--- src/pkg/cirp_defs.vh ---
// constants for the core interrupt, reset-cause and pc block
// assumes a 32-bit axi4-lite register bus, byte address = 4 * index
`ifndef CIRP_DEFS_VH
`define CIRP_DEFS_VH
// ------------------------------------------------------------
// register indexes (byte address is four times the index)
// ------------------------------------------------------------
`define CIRP_IDX_PCLOW 10'h002
`define CIRP_IDX_PCLOW_B1 10'h082
`define CIRP_IDX_PCHI 10'h00a
`define CIRP_IDX_PCHI_B1 10'h08a
`define CIRP_IDX_INTCTL 10'h00b
`define CIRP_IDX_INTCTL_B1 10'h08b
`define CIRP_IDX_PFLAG 10'h00c
`define CIRP_IDX_PEN 10'h08c
`define CIRP_IDX_RSTCAUSE 10'h08e
`define CIRP_IDX_EDGESEL 10'h081
`define CIRP_IDX_PCMON 10'h0f0
// ------------------------------------------------------------
// register select codes
// ------------------------------------------------------------
`define CIRP_SEL_NONE 3'h0
`define CIRP_SEL_PCLOW 3'h1
`define CIRP_SEL_PCHI 3'h2
`define CIRP_SEL_INTCTL 3'h3
`define CIRP_SEL_PFLAG 3'h4
`define CIRP_SEL_PEN 3'h5
`define CIRP_SEL_RSTCAUSE 3'h6
`define CIRP_SEL_EDGESEL 3'h7
`define CIRP_SEL_PCMON 4'h8
// ------------------------------------------------------------
// field positions
// ------------------------------------------------------------
`define CIRP_GIE 7
`define CIRP_PERIPH_INT_ENABLE 6
`define CIRP_TOVF_IE 5
`define CIRP_EXT_IE 4
`define CIRP_PCHG_IE 3
`define CIRP_TOVF_F 2
`define CIRP_EXT_F 1
`define CIRP_PCHG_F 0
`define CIRP_PAR_F 7
`define CIRP_CMP_F 6
`define CIRP_RC_PARCFG 7
`define CIRP_RC_PER 2
`define CIRP_RC_POR 1
`define CIRP_RC_BOR 0
`define CIRP_EDGE_BIT 6
// ------------------------------------------------------------
// reset values and sizes
// ------------------------------------------------------------
`define CIRP_INTCTL_RST 8'h00
`define CIRP_PFLAG_RST 2'h0
`define CIRP_PEN_RST 2'h0
`define CIRP_EDGESEL_RST 1'h1
`define CIRP_PCHI_RST 5'h00
`define CIRP_PC_RST 13'h0000
`define CIRP_STACK_DEPTH 8
`define CIRP_RESP_OKAY 2'h0
`define CIRP_RESP_SLVERR 2'h2
`endif

--- src/cirp_core_ctl.v ---
// core interrupt control, reset-cause status, program counter, stack
// assumes core strobes are one-cycle pulses synchronous to clk
//
// Added by the designer: the AXI4-Lite interface to the registers.
`timescale 1ns/1ns
`include "cirp_defs.vh"
module cirp_core_ctl (
    // clock and reset
    input wire clk,
    input wire arst_n,
    // axi4-lite write address and data
    input wire [11:0] s_axi_awaddr,
    input wire s_axi_awvalid,
    output wire s_axi_awready,
    input wire [31:0] s_axi_wdata,
    input wire [3:0] s_axi_wstrb,
    input wire s_axi_wvalid,
    output wire s_axi_wready,
    // axi4-lite write response
    output reg [1:0] s_axi_bresp,
    output reg s_axi_bvalid,
    input wire s_axi_bready,
    // axi4-lite read
    input wire [11:0] s_axi_araddr,
    input wire s_axi_arvalid,
    output wire s_axi_arready,
    output reg [31:0] s_axi_rdata,
    output reg [1:0] s_axi_rresp,
    output reg s_axi_rvalid,
    input wire s_axi_rready,
    // interrupt sources
    input wire timerOvfEvt,
    input wire extIntPin,
    input wire portChangeEvt,
    input wire parallelPortEvt,
    input wire comparatorEvt,
    // configuration word and reset causes
    input wire parityCheckCfg,
    input wire brownoutCircuitCfg,
    input wire porEvt,
    input wire borEvt,
    input wire perEvt,
    input wire otherRstEvt,
    // core instruction strobes
    input wire pcIncr,
    input wire jumpInstr,
    input wire callInstr,
    input wire [10:0] jumpTarget,
    input wire returnInstr,
    input wire intBranch,
    input wire [12:0] intVector,
    // core outputs
    output reg [12:0] pcOut,
    output wire [12:0] progAddr,
    output wire intReq
);
    // ------------------------------------------------------------
    // reset release
    // ------------------------------------------------------------
    // arst_n takes effect at once and leaves two edges later via this pair
    reg rstSync1_q;
    reg rstSync2_q;
    wire rst;
    always @(posedge clk or negedge arst_n) begin
        if (!arst_n) begin
            rstSync1_q <= 1'b0;
            rstSync2_q <= 1'b0;
        end else begin
            rstSync1_q <= 1'b1;
            rstSync2_q <= rstSync1_q;
        end
    end
    assign rst = ~rstSync2_q;

    // ------------------------------------------------------------
    // address decode
    // ------------------------------------------------------------
    function [3:0] regSel;
        input [11:0] addr;
        begin
            case (addr[11:2])
                `CIRP_IDX_PCLOW, `CIRP_IDX_PCLOW_B1:
                    regSel = {1'b0, `CIRP_SEL_PCLOW};
                `CIRP_IDX_PCHI, `CIRP_IDX_PCHI_B1:
                    regSel = {1'b0, `CIRP_SEL_PCHI};
                `CIRP_IDX_INTCTL, `CIRP_IDX_INTCTL_B1:
                    regSel = {1'b0, `CIRP_SEL_INTCTL};
                `CIRP_IDX_PFLAG: regSel = {1'b0, `CIRP_SEL_PFLAG};
                `CIRP_IDX_PEN: regSel = {1'b0, `CIRP_SEL_PEN};
                `CIRP_IDX_RSTCAUSE: regSel = {1'b0, `CIRP_SEL_RSTCAUSE};
                `CIRP_IDX_EDGESEL: regSel = {1'b0, `CIRP_SEL_EDGESEL};
                `CIRP_IDX_PCMON: regSel = `CIRP_SEL_PCMON;
                default: regSel = {1'b0, `CIRP_SEL_NONE};
            endcase
        end
    endfunction

    // ------------------------------------------------------------
    // axi write channel
    // ------------------------------------------------------------
    reg awHeld_q;
    reg wHeld_q;
    reg [11:0] awAddr_q;
    reg [7:0] wByte_q;
    reg wLane_q;
    wire wrFire;
    wire [3:0] wrSel;
    wire wrOk;
    // one strobe per register except the pc monitor, high in the cycle its write lands
    wire wrPcLow;
    wire wrPcHi;
    wire wrIntCtl;
    wire wrPFlag;
    wire wrPEn;
    wire wrRstCause;
    wire wrEdgeSel;
    // aw and w are held apart so either may arrive first
    assign s_axi_awready = ~awHeld_q & ~s_axi_bvalid;
    assign s_axi_wready = ~wHeld_q & ~s_axi_bvalid;
    assign wrFire = awHeld_q & wHeld_q & ~s_axi_bvalid;
    assign wrSel = regSel(awAddr_q);
    assign wrOk = wrFire & wLane_q;
    assign wrPcLow = wrOk & (wrSel == {1'b0, `CIRP_SEL_PCLOW});
    assign wrPcHi = wrOk & (wrSel == {1'b0, `CIRP_SEL_PCHI});
    assign wrIntCtl = wrOk & (wrSel == {1'b0, `CIRP_SEL_INTCTL});
    assign wrPFlag = wrOk & (wrSel == {1'b0, `CIRP_SEL_PFLAG});
    assign wrPEn = wrOk & (wrSel == {1'b0, `CIRP_SEL_PEN});
    assign wrRstCause = wrOk & (wrSel == {1'b0, `CIRP_SEL_RSTCAUSE});
    assign wrEdgeSel = wrOk & (wrSel == {1'b0, `CIRP_SEL_EDGESEL});
    always @(posedge clk or negedge arst_n) begin
        if (!arst_n) begin
            awHeld_q <= 1'b0;
            wHeld_q <= 1'b0;
            awAddr_q <= 12'h000;
            wByte_q <= 8'h00;
            wLane_q <= 1'b0;
            s_axi_bvalid <= 1'b0;
            s_axi_bresp <= `CIRP_RESP_OKAY;
        end else if (rst) begin
            awHeld_q <= 1'b0;
            wHeld_q <= 1'b0;
            s_axi_bvalid <= 1'b0;
        end else begin
            if (s_axi_awvalid && s_axi_awready) begin
                awHeld_q <= 1'b1;
                awAddr_q <= s_axi_awaddr;
            end
            if (s_axi_wvalid && s_axi_wready) begin
                wHeld_q <= 1'b1;
                wByte_q <= s_axi_wdata[7:0];
                wLane_q <= s_axi_wstrb[0];
            end
            if (wrFire) begin
                awHeld_q <= 1'b0;
                wHeld_q <= 1'b0;
                s_axi_bvalid <= 1'b1;
                s_axi_bresp <= (wrSel == {1'b0, `CIRP_SEL_NONE}) ?
                    `CIRP_RESP_SLVERR : `CIRP_RESP_OKAY;
            end else if (s_axi_bready) begin
                s_axi_bvalid <= 1'b0;
            end
        end
    end

    // ------------------------------------------------------------
    // interrupt control and flags
    // ------------------------------------------------------------
    reg [7:0] intCtl_q;
    reg [1:0] pFlag_q;
    reg [1:0] pEn_q;
    reg edgeSel_q;
    reg extPinPrev_q;
    wire extEdge;
    wire [7:0] intEvt;
    wire [1:0] pEvt;
    assign extEdge = edgeSel_q ? (extIntPin & ~extPinPrev_q)
                               : (~extIntPin & extPinPrev_q);
    // enables in bits 7..3 are never set by hardware
    assign intEvt = {5'h00, timerOvfEvt, extEdge, portChangeEvt};
    assign pEvt = {parallelPortEvt, comparatorEvt};
    always @(posedge clk or negedge arst_n) begin
        if (!arst_n) begin
            intCtl_q <= `CIRP_INTCTL_RST;
            pFlag_q <= `CIRP_PFLAG_RST;
            pEn_q <= `CIRP_PEN_RST;
            edgeSel_q <= `CIRP_EDGESEL_RST;
            extPinPrev_q <= 1'b0;
        end else if (rst) begin
            intCtl_q <= `CIRP_INTCTL_RST;
            pFlag_q <= `CIRP_PFLAG_RST;
            pEn_q <= `CIRP_PEN_RST;
            edgeSel_q <= `CIRP_EDGESEL_RST;
            extPinPrev_q <= extIntPin;
        end else begin
            extPinPrev_q <= extIntPin;
            // an event in the clearing cycle wins over the write
            if (wrIntCtl)
                intCtl_q <= wByte_q | intEvt;
            else
                intCtl_q <= intCtl_q | intEvt;
            if (wrPFlag)
                pFlag_q <= wByte_q[7:6] | pEvt;
            else
                pFlag_q <= pFlag_q | pEvt;
            if (wrPEn)
                pEn_q <= wByte_q[7:6];
            if (wrEdgeSel)
                edgeSel_q <= wByte_q[`CIRP_EDGE_BIT];
        end
    end
    assign intReq = intCtl_q[`CIRP_GIE] & (
        (intCtl_q[`CIRP_TOVF_IE] & intCtl_q[`CIRP_TOVF_F]) |
        (intCtl_q[`CIRP_EXT_IE] & intCtl_q[`CIRP_EXT_F]) |
        (intCtl_q[`CIRP_PCHG_IE] & intCtl_q[`CIRP_PCHG_F]) |
        (intCtl_q[`CIRP_PERIPH_INT_ENABLE] & |(pEn_q & pFlag_q)));

    // ------------------------------------------------------------
    // reset-cause status
    // ------------------------------------------------------------
    reg perOk_q;
    reg porOk_q;
    reg borOk_q;
    reg parCfg_q;
    wire [7:0] rstCause;
    always @(posedge clk or negedge arst_n) begin
        if (!arst_n) begin
            perOk_q <= 1'b1;
            porOk_q <= 1'b0;
            borOk_q <= 1'b0;
            parCfg_q <= 1'b0;
        end else begin
            parCfg_q <= parityCheckCfg;
            if (perEvt)
                perOk_q <= 1'b0;
            else if (wrRstCause)
                perOk_q <= wByte_q[`CIRP_RC_PER];
            if (porEvt)
                porOk_q <= 1'b0;
            else if (wrRstCause)
                porOk_q <= wByte_q[`CIRP_RC_POR];
            // a disabled circuit leaves the bit to software alone
            if (borEvt && brownoutCircuitCfg)
                borOk_q <= 1'b0;
            else if (wrRstCause)
                borOk_q <= wByte_q[`CIRP_RC_BOR];
        end
    end
    assign rstCause = {parCfg_q, 4'h0, perOk_q, porOk_q, borOk_q};

    // ------------------------------------------------------------
    // program counter and return stack
    // ------------------------------------------------------------
    reg [4:0] pcHi_q;
    reg [12:0] stack_q [0:`CIRP_STACK_DEPTH-1];
    reg [2:0] sp_q;
    wire anyRst;
    wire push;
    wire [2:0] spDec;
    assign anyRst = porEvt | borEvt | perEvt | otherRstEvt;
    assign push = ~anyRst & (intBranch | callInstr);
    // a pop reads the entry below the pointer; nothing marks underflow
    assign spDec = sp_q - 3'h1;
    always @(posedge clk or negedge arst_n) begin
        if (!arst_n) begin
            pcOut <= `CIRP_PC_RST;
            pcHi_q <= `CIRP_PCHI_RST;
            sp_q <= 3'h0;
        end else if (rst || anyRst) begin
            pcOut <= `CIRP_PC_RST;
            pcHi_q <= `CIRP_PCHI_RST;
            sp_q <= 3'h0;
        end else begin
            if (wrPcHi)
                pcHi_q <= wByte_q[4:0];
            if (intBranch) begin
                pcOut <= intVector;
                sp_q <= sp_q + 3'h1;
            end else if (callInstr || jumpInstr) begin
                pcOut <= {pcHi_q[4:3], jumpTarget};
                if (callInstr)
                    sp_q <= sp_q + 3'h1;
            end else if (returnInstr) begin
                pcOut <= stack_q[spDec];
                sp_q <= spDec;
            end else if (wrPcLow) begin
                pcOut <= {pcHi_q, wByte_q};
            end else if (pcIncr) begin
                pcOut <= pcOut + 13'h0001;
            end
        end
    end
    // entries survive rst and the reset-cause events; only arst_n clears them, and every reset returns the pointer to zero
    genvar gi;
    generate
        for (gi = 0; gi < `CIRP_STACK_DEPTH; gi = gi + 1) begin : gStack
            always @(posedge clk or negedge arst_n) begin
                if (!arst_n)
                    stack_q[gi] <= `CIRP_PC_RST;
                else if (push && !rst && sp_q == gi)
                    stack_q[gi] <= pcOut;
            end
        end
    endgenerate
    // latch bit 4 may reach pc[12] but never the program address
    assign progAddr = {1'b0, pcOut[11:0]};

    // ------------------------------------------------------------
    // axi read channel
    // ------------------------------------------------------------
    wire [3:0] rdSel;
    reg [7:0] rdByte;
    reg [12:0] rdWide;
    assign s_axi_arready = ~s_axi_rvalid;
    // unmapped reads return zero data with an error response
    assign rdSel = regSel(s_axi_araddr);
    always @* begin
        rdByte = 8'h00;
        rdWide = 13'h0000;
        case (rdSel)
            {1'b0, `CIRP_SEL_PCLOW}: rdByte = pcOut[7:0];
            {1'b0, `CIRP_SEL_PCHI}: rdByte = {3'h0, pcHi_q};
            {1'b0, `CIRP_SEL_INTCTL}: rdByte = intCtl_q;
            {1'b0, `CIRP_SEL_PFLAG}: rdByte = {pFlag_q, 6'h00};
            {1'b0, `CIRP_SEL_PEN}: rdByte = {pEn_q, 6'h00};
            {1'b0, `CIRP_SEL_RSTCAUSE}: rdByte = rstCause;
            {1'b0, `CIRP_SEL_EDGESEL}:
                rdByte = {1'b0, edgeSel_q, 6'h00};
            `CIRP_SEL_PCMON: rdWide = pcOut;
            default: rdByte = 8'h00;
        endcase
    end
    always @(posedge clk or negedge arst_n) begin
        if (!arst_n) begin
            s_axi_rvalid <= 1'b0;
            s_axi_rdata <= 32'h00000000;
            s_axi_rresp <= `CIRP_RESP_OKAY;
        end else if (rst) begin
            s_axi_rvalid <= 1'b0;
        end else if (s_axi_arvalid && s_axi_arready) begin
            s_axi_rvalid <= 1'b1;
            s_axi_rdata <= {19'h00000, rdWide | {5'h00, rdByte}};
            s_axi_rresp <= (rdSel == {1'b0, `CIRP_SEL_NONE}) ?
                `CIRP_RESP_SLVERR : `CIRP_RESP_OKAY;
        end else if (s_axi_rready) begin
            s_axi_rvalid <= 1'b0;
        end
    end
endmodule // cirp_core_ctl

--- config.mk ---
export PLATFORM = sky130hd
export DESIGN_NAME = cirp_core_ctl
export DESIGN_NICKNAME = d
export VERILOG_FILES = /design/src/cirp_core_ctl.v
export VERILOG_INCLUDE_DIRS = /design/src /design/src/pkg
export SDC_FILE = /design/constraint.sdc
export NUM_CORES = 1
export LEC_CHECK = 0
export CAP_MARGIN = 10
export CORE_ASPECT_RATIO = 1.5
export CORE_MARGIN = 8
export CORE_UTILIZATION = 60
export DETAILED_ROUTE_END_ITERATION = 7
export DONT_BUFFER_PORTS = 1
export PLACE_DENSITY = 0.72
export REMOVE_ABC_BUFFERS = 1
export SLEW_MARGIN = 0
export SYNTH_ARGS = -nofsm -noshare
export SYNTH_HDL_FRONTEND = slang
export SYNTH_SLANG_ARGS = --single-unit
--- constraint.sdc ---
create_clock -name clk -period 9.2 [get_ports clk]
set_input_delay 1.38 -clock clk [delete_from_list [all_inputs] [get_ports clk]]
set_output_delay 1.38 -clock clk [all_outputs]
set_load 0.05 [all_outputs]
==> results.yml <==
cts:
  worstSkewPairLatency_ps: 420
  post_cts_buffers: 0
  post_cts_resize_count: 0
  cts_buffers: 17
  hold_buffers: 0
  root_buffer: "clkbuf_16"
  clock-sinks: 183
  cts_buffer_depth: 2
  htreeDepth: 4
  path_clk_slew_ps: 70
  cts_tree: "done"
floorplanning:
  rows: 56
  start_util_pct: 61.2
  core_area_um2: 15700
  die_area_um2: 20400
  io_pins: 175
  dieHeight_um: 171
  die_w_um: 119
synthesis:
  yosys_warnings: 0
  synth_top_area_share_pct: 47.1
  yosysTopAreaCell: "dfrtp_1"
  synth.area.top_cells: "dfrtp_1 47%, mux2_2 13%, mux4_2 6.1%"
  yosysMostFrequentCell: "dfrtp_1"
  synth_cell_type_count: 71
  synth_ff_type: "dfrtp_1"
  yosysSeqAreaShare_pct: 47.7
  synth-seq-cells: 183
  synth_common_cells: "181 x dfrtp_1, 110 x mux2_2, 74 x nand2_1"
  synth_edf_count: 0
  synthArstFlopShare_pct: 100
  avgSynthCellArea_um2: 11.5
  synth_area_um2: 9610
  syn_inst: 838
cells_and_area:
  drive_gt1_share_pct: 25.0
  postLayoutCellArea_um2: 10200
  antenna_cells: 0
  final.fill_count: 1248
  syn2layout_area_growth_pct: 6.10
  final_nets: 927
critical_path:
  crit_type: "in -> reg"
  end_kind: "flip-flop"
  required_ps: 9510
  crit_arrival_ps: 3970
  rrSetupSlack_ps: 6220
  start_kind: "input pin"
  crit_fanout: 24
run:
  maxCapViolations: 0
global_routing:
  grt_pass1_wl_um: 38600
  antenna_found_initial: 1
  grt_max_degree: 184
  grt_pass1_vias: 7083
  grtUsageTotal_pct: 24.4
  overflow: 0
timing:
  setup-tns-final_ps: 0
  finClkSkew_ps: 10.2
  maxClockFrequency_mhz: 273
  period_share_pct: 39.8
  max_slew_margin_pct: 20.9
  report.final.slew_viol_count: 0
  tightest_slew_ps: 1190
  finalHoldViolCount: 0
  rsz0062_at_grt: "false"
  fin_crit_ps: 3670
  setup_viol: 0
power:
  p_leak_nw: 4.73
  powerDensity_nw_per_um2: 169
  peakVddDrop_mv: 0.120
route:
  vias: 6608
  first_pass_iters: 5
  post_drt_wl_per_cell_um: 23.6
  drc: 0
  finalWirelength_um: 24200
  drt_iter0_markers: 461
  postRouteAntennaNets: 0
  via_per_inst: 6.43
placement:
  gp_congestion: 0.876
  place_area_um2: 9640
  io_buffer_count: 0
  dp_hpwl_um: 17000
min_path:
  hp-class: "reg -> reg"
outcome:
  status: "complete, no violations"
-- stage by stage --
step	instances	setup WS (ps)	utilization [%]	hold WS [ps]	power (mW)
floorplan	776	5140	-	331	1.00
global placement	996	5330	61.4	333	1.03
detailed placement	996	5230	61.4	342	1.04
CTS	1028	5640	65.0	356	1.73
global route	1028	5430	65.0	370	1.78
finish	1028	5530	65.0	361	1.72
-- logic make-up after synthesis --
logic type	count (synthesis)	synth area share [%]
XOR/XNOR	15	1.37
buffers and inverters	96	5.26
flip-flops	183	47.7
AO/OA/AOI/OAI	128	8.90
adder cells (fa/ha/maj)	8	1.04
multiplexers	174	23.0
AND/OR/NAND/NOR	232	12.7
other	2	0.0781
-- cell type report --
cell class                 instances  area (um^2)  area share (%)
clock buffer                      20          447            4.38
timing repair buffer              17          128            1.25
clock inverter                    12          116            1.14
sequential                       183         4580            44.9
multi-input combinational        580         4620            45.3
tap                              203          254            2.49
inverter                          13         48.8           0.478
-- report_power, final --
part	switching [mW]	total, mW	internal [mW]
Clock	0.314	0.699	0.385
Combinational	0.0790	0.131	0.0524
Sequential	0.0577	0.890	0.833
-- worst paths after layout --
check / from / end / depth (start not counted)
max in group asynchronous: arst_n / edgeSel_q / 0
hold / removal: rstSync1_q / rstSync2_q / 0
setup / recovery: porEvt / stack_q[23] / 6
min in group asynchronous: arst_n / stack_q[65] / 0
setup reg to reg: sp_q[0] / pcOut[1] / 10
hold reg to reg: rstSync1_q / rstSync2_q / 0
-- cells in the final DEF (no fill, tap or decap), types with 4 or more instances in the layout --
master and n:
dfrtp_1 181, mux2_2 110, nand2_1 74, nor2_1 46, mux2i_1 36, o21ai_0 32, a21oi_1 29, mux4_2 26
nand3_1 24, conb_1 23, clkbuf_16 17, buf_4 17, nor2b_1 13, inv_1 12, o211ai_1 11, nand2b_1 10
nor3_1 9, xor2_1 8, o22ai_1 8, ha_1 8, or3_1 7, o21a_1 7, nor4_1 6, xnor2_1 6
a221oi_1 6, and2_1 5, nor3b_1 4, nand4_1 4, a31oi_1 4, a211oi_1 4
-- layer usage --
metal | vias up | global-route usage (%) | part of all wire (%)
li1 | 2919 | - | -
met1 | 3427 | 26.6 | 37
met2 | 212 | 44.4 | 54
met3 | 48 | 6.40 | 6.1
met4 | 2 | 9.11 | 2.6
met5 | - | 0 | 0.033
-- registers in the layout, summed over array words and instances, names as in the netlist, 2 cells and up --
name,flops
pEn_q,2
wByte_q,8
stack_q,104
intCtl_q,8
s_axi_rdata,13
pFlag_q,2
pcHi_q,5
sp_q,3
pcOut,13
awAddr_q,10
-- critical path, cell delays in order --
cell and delay [ps]:
nor4_1 540, nand2_1 110, buf_4 250, nor2_1 330
nand3_1 770, mux2_2 560
Note: power is estimated with default switching activity, not from simulation.
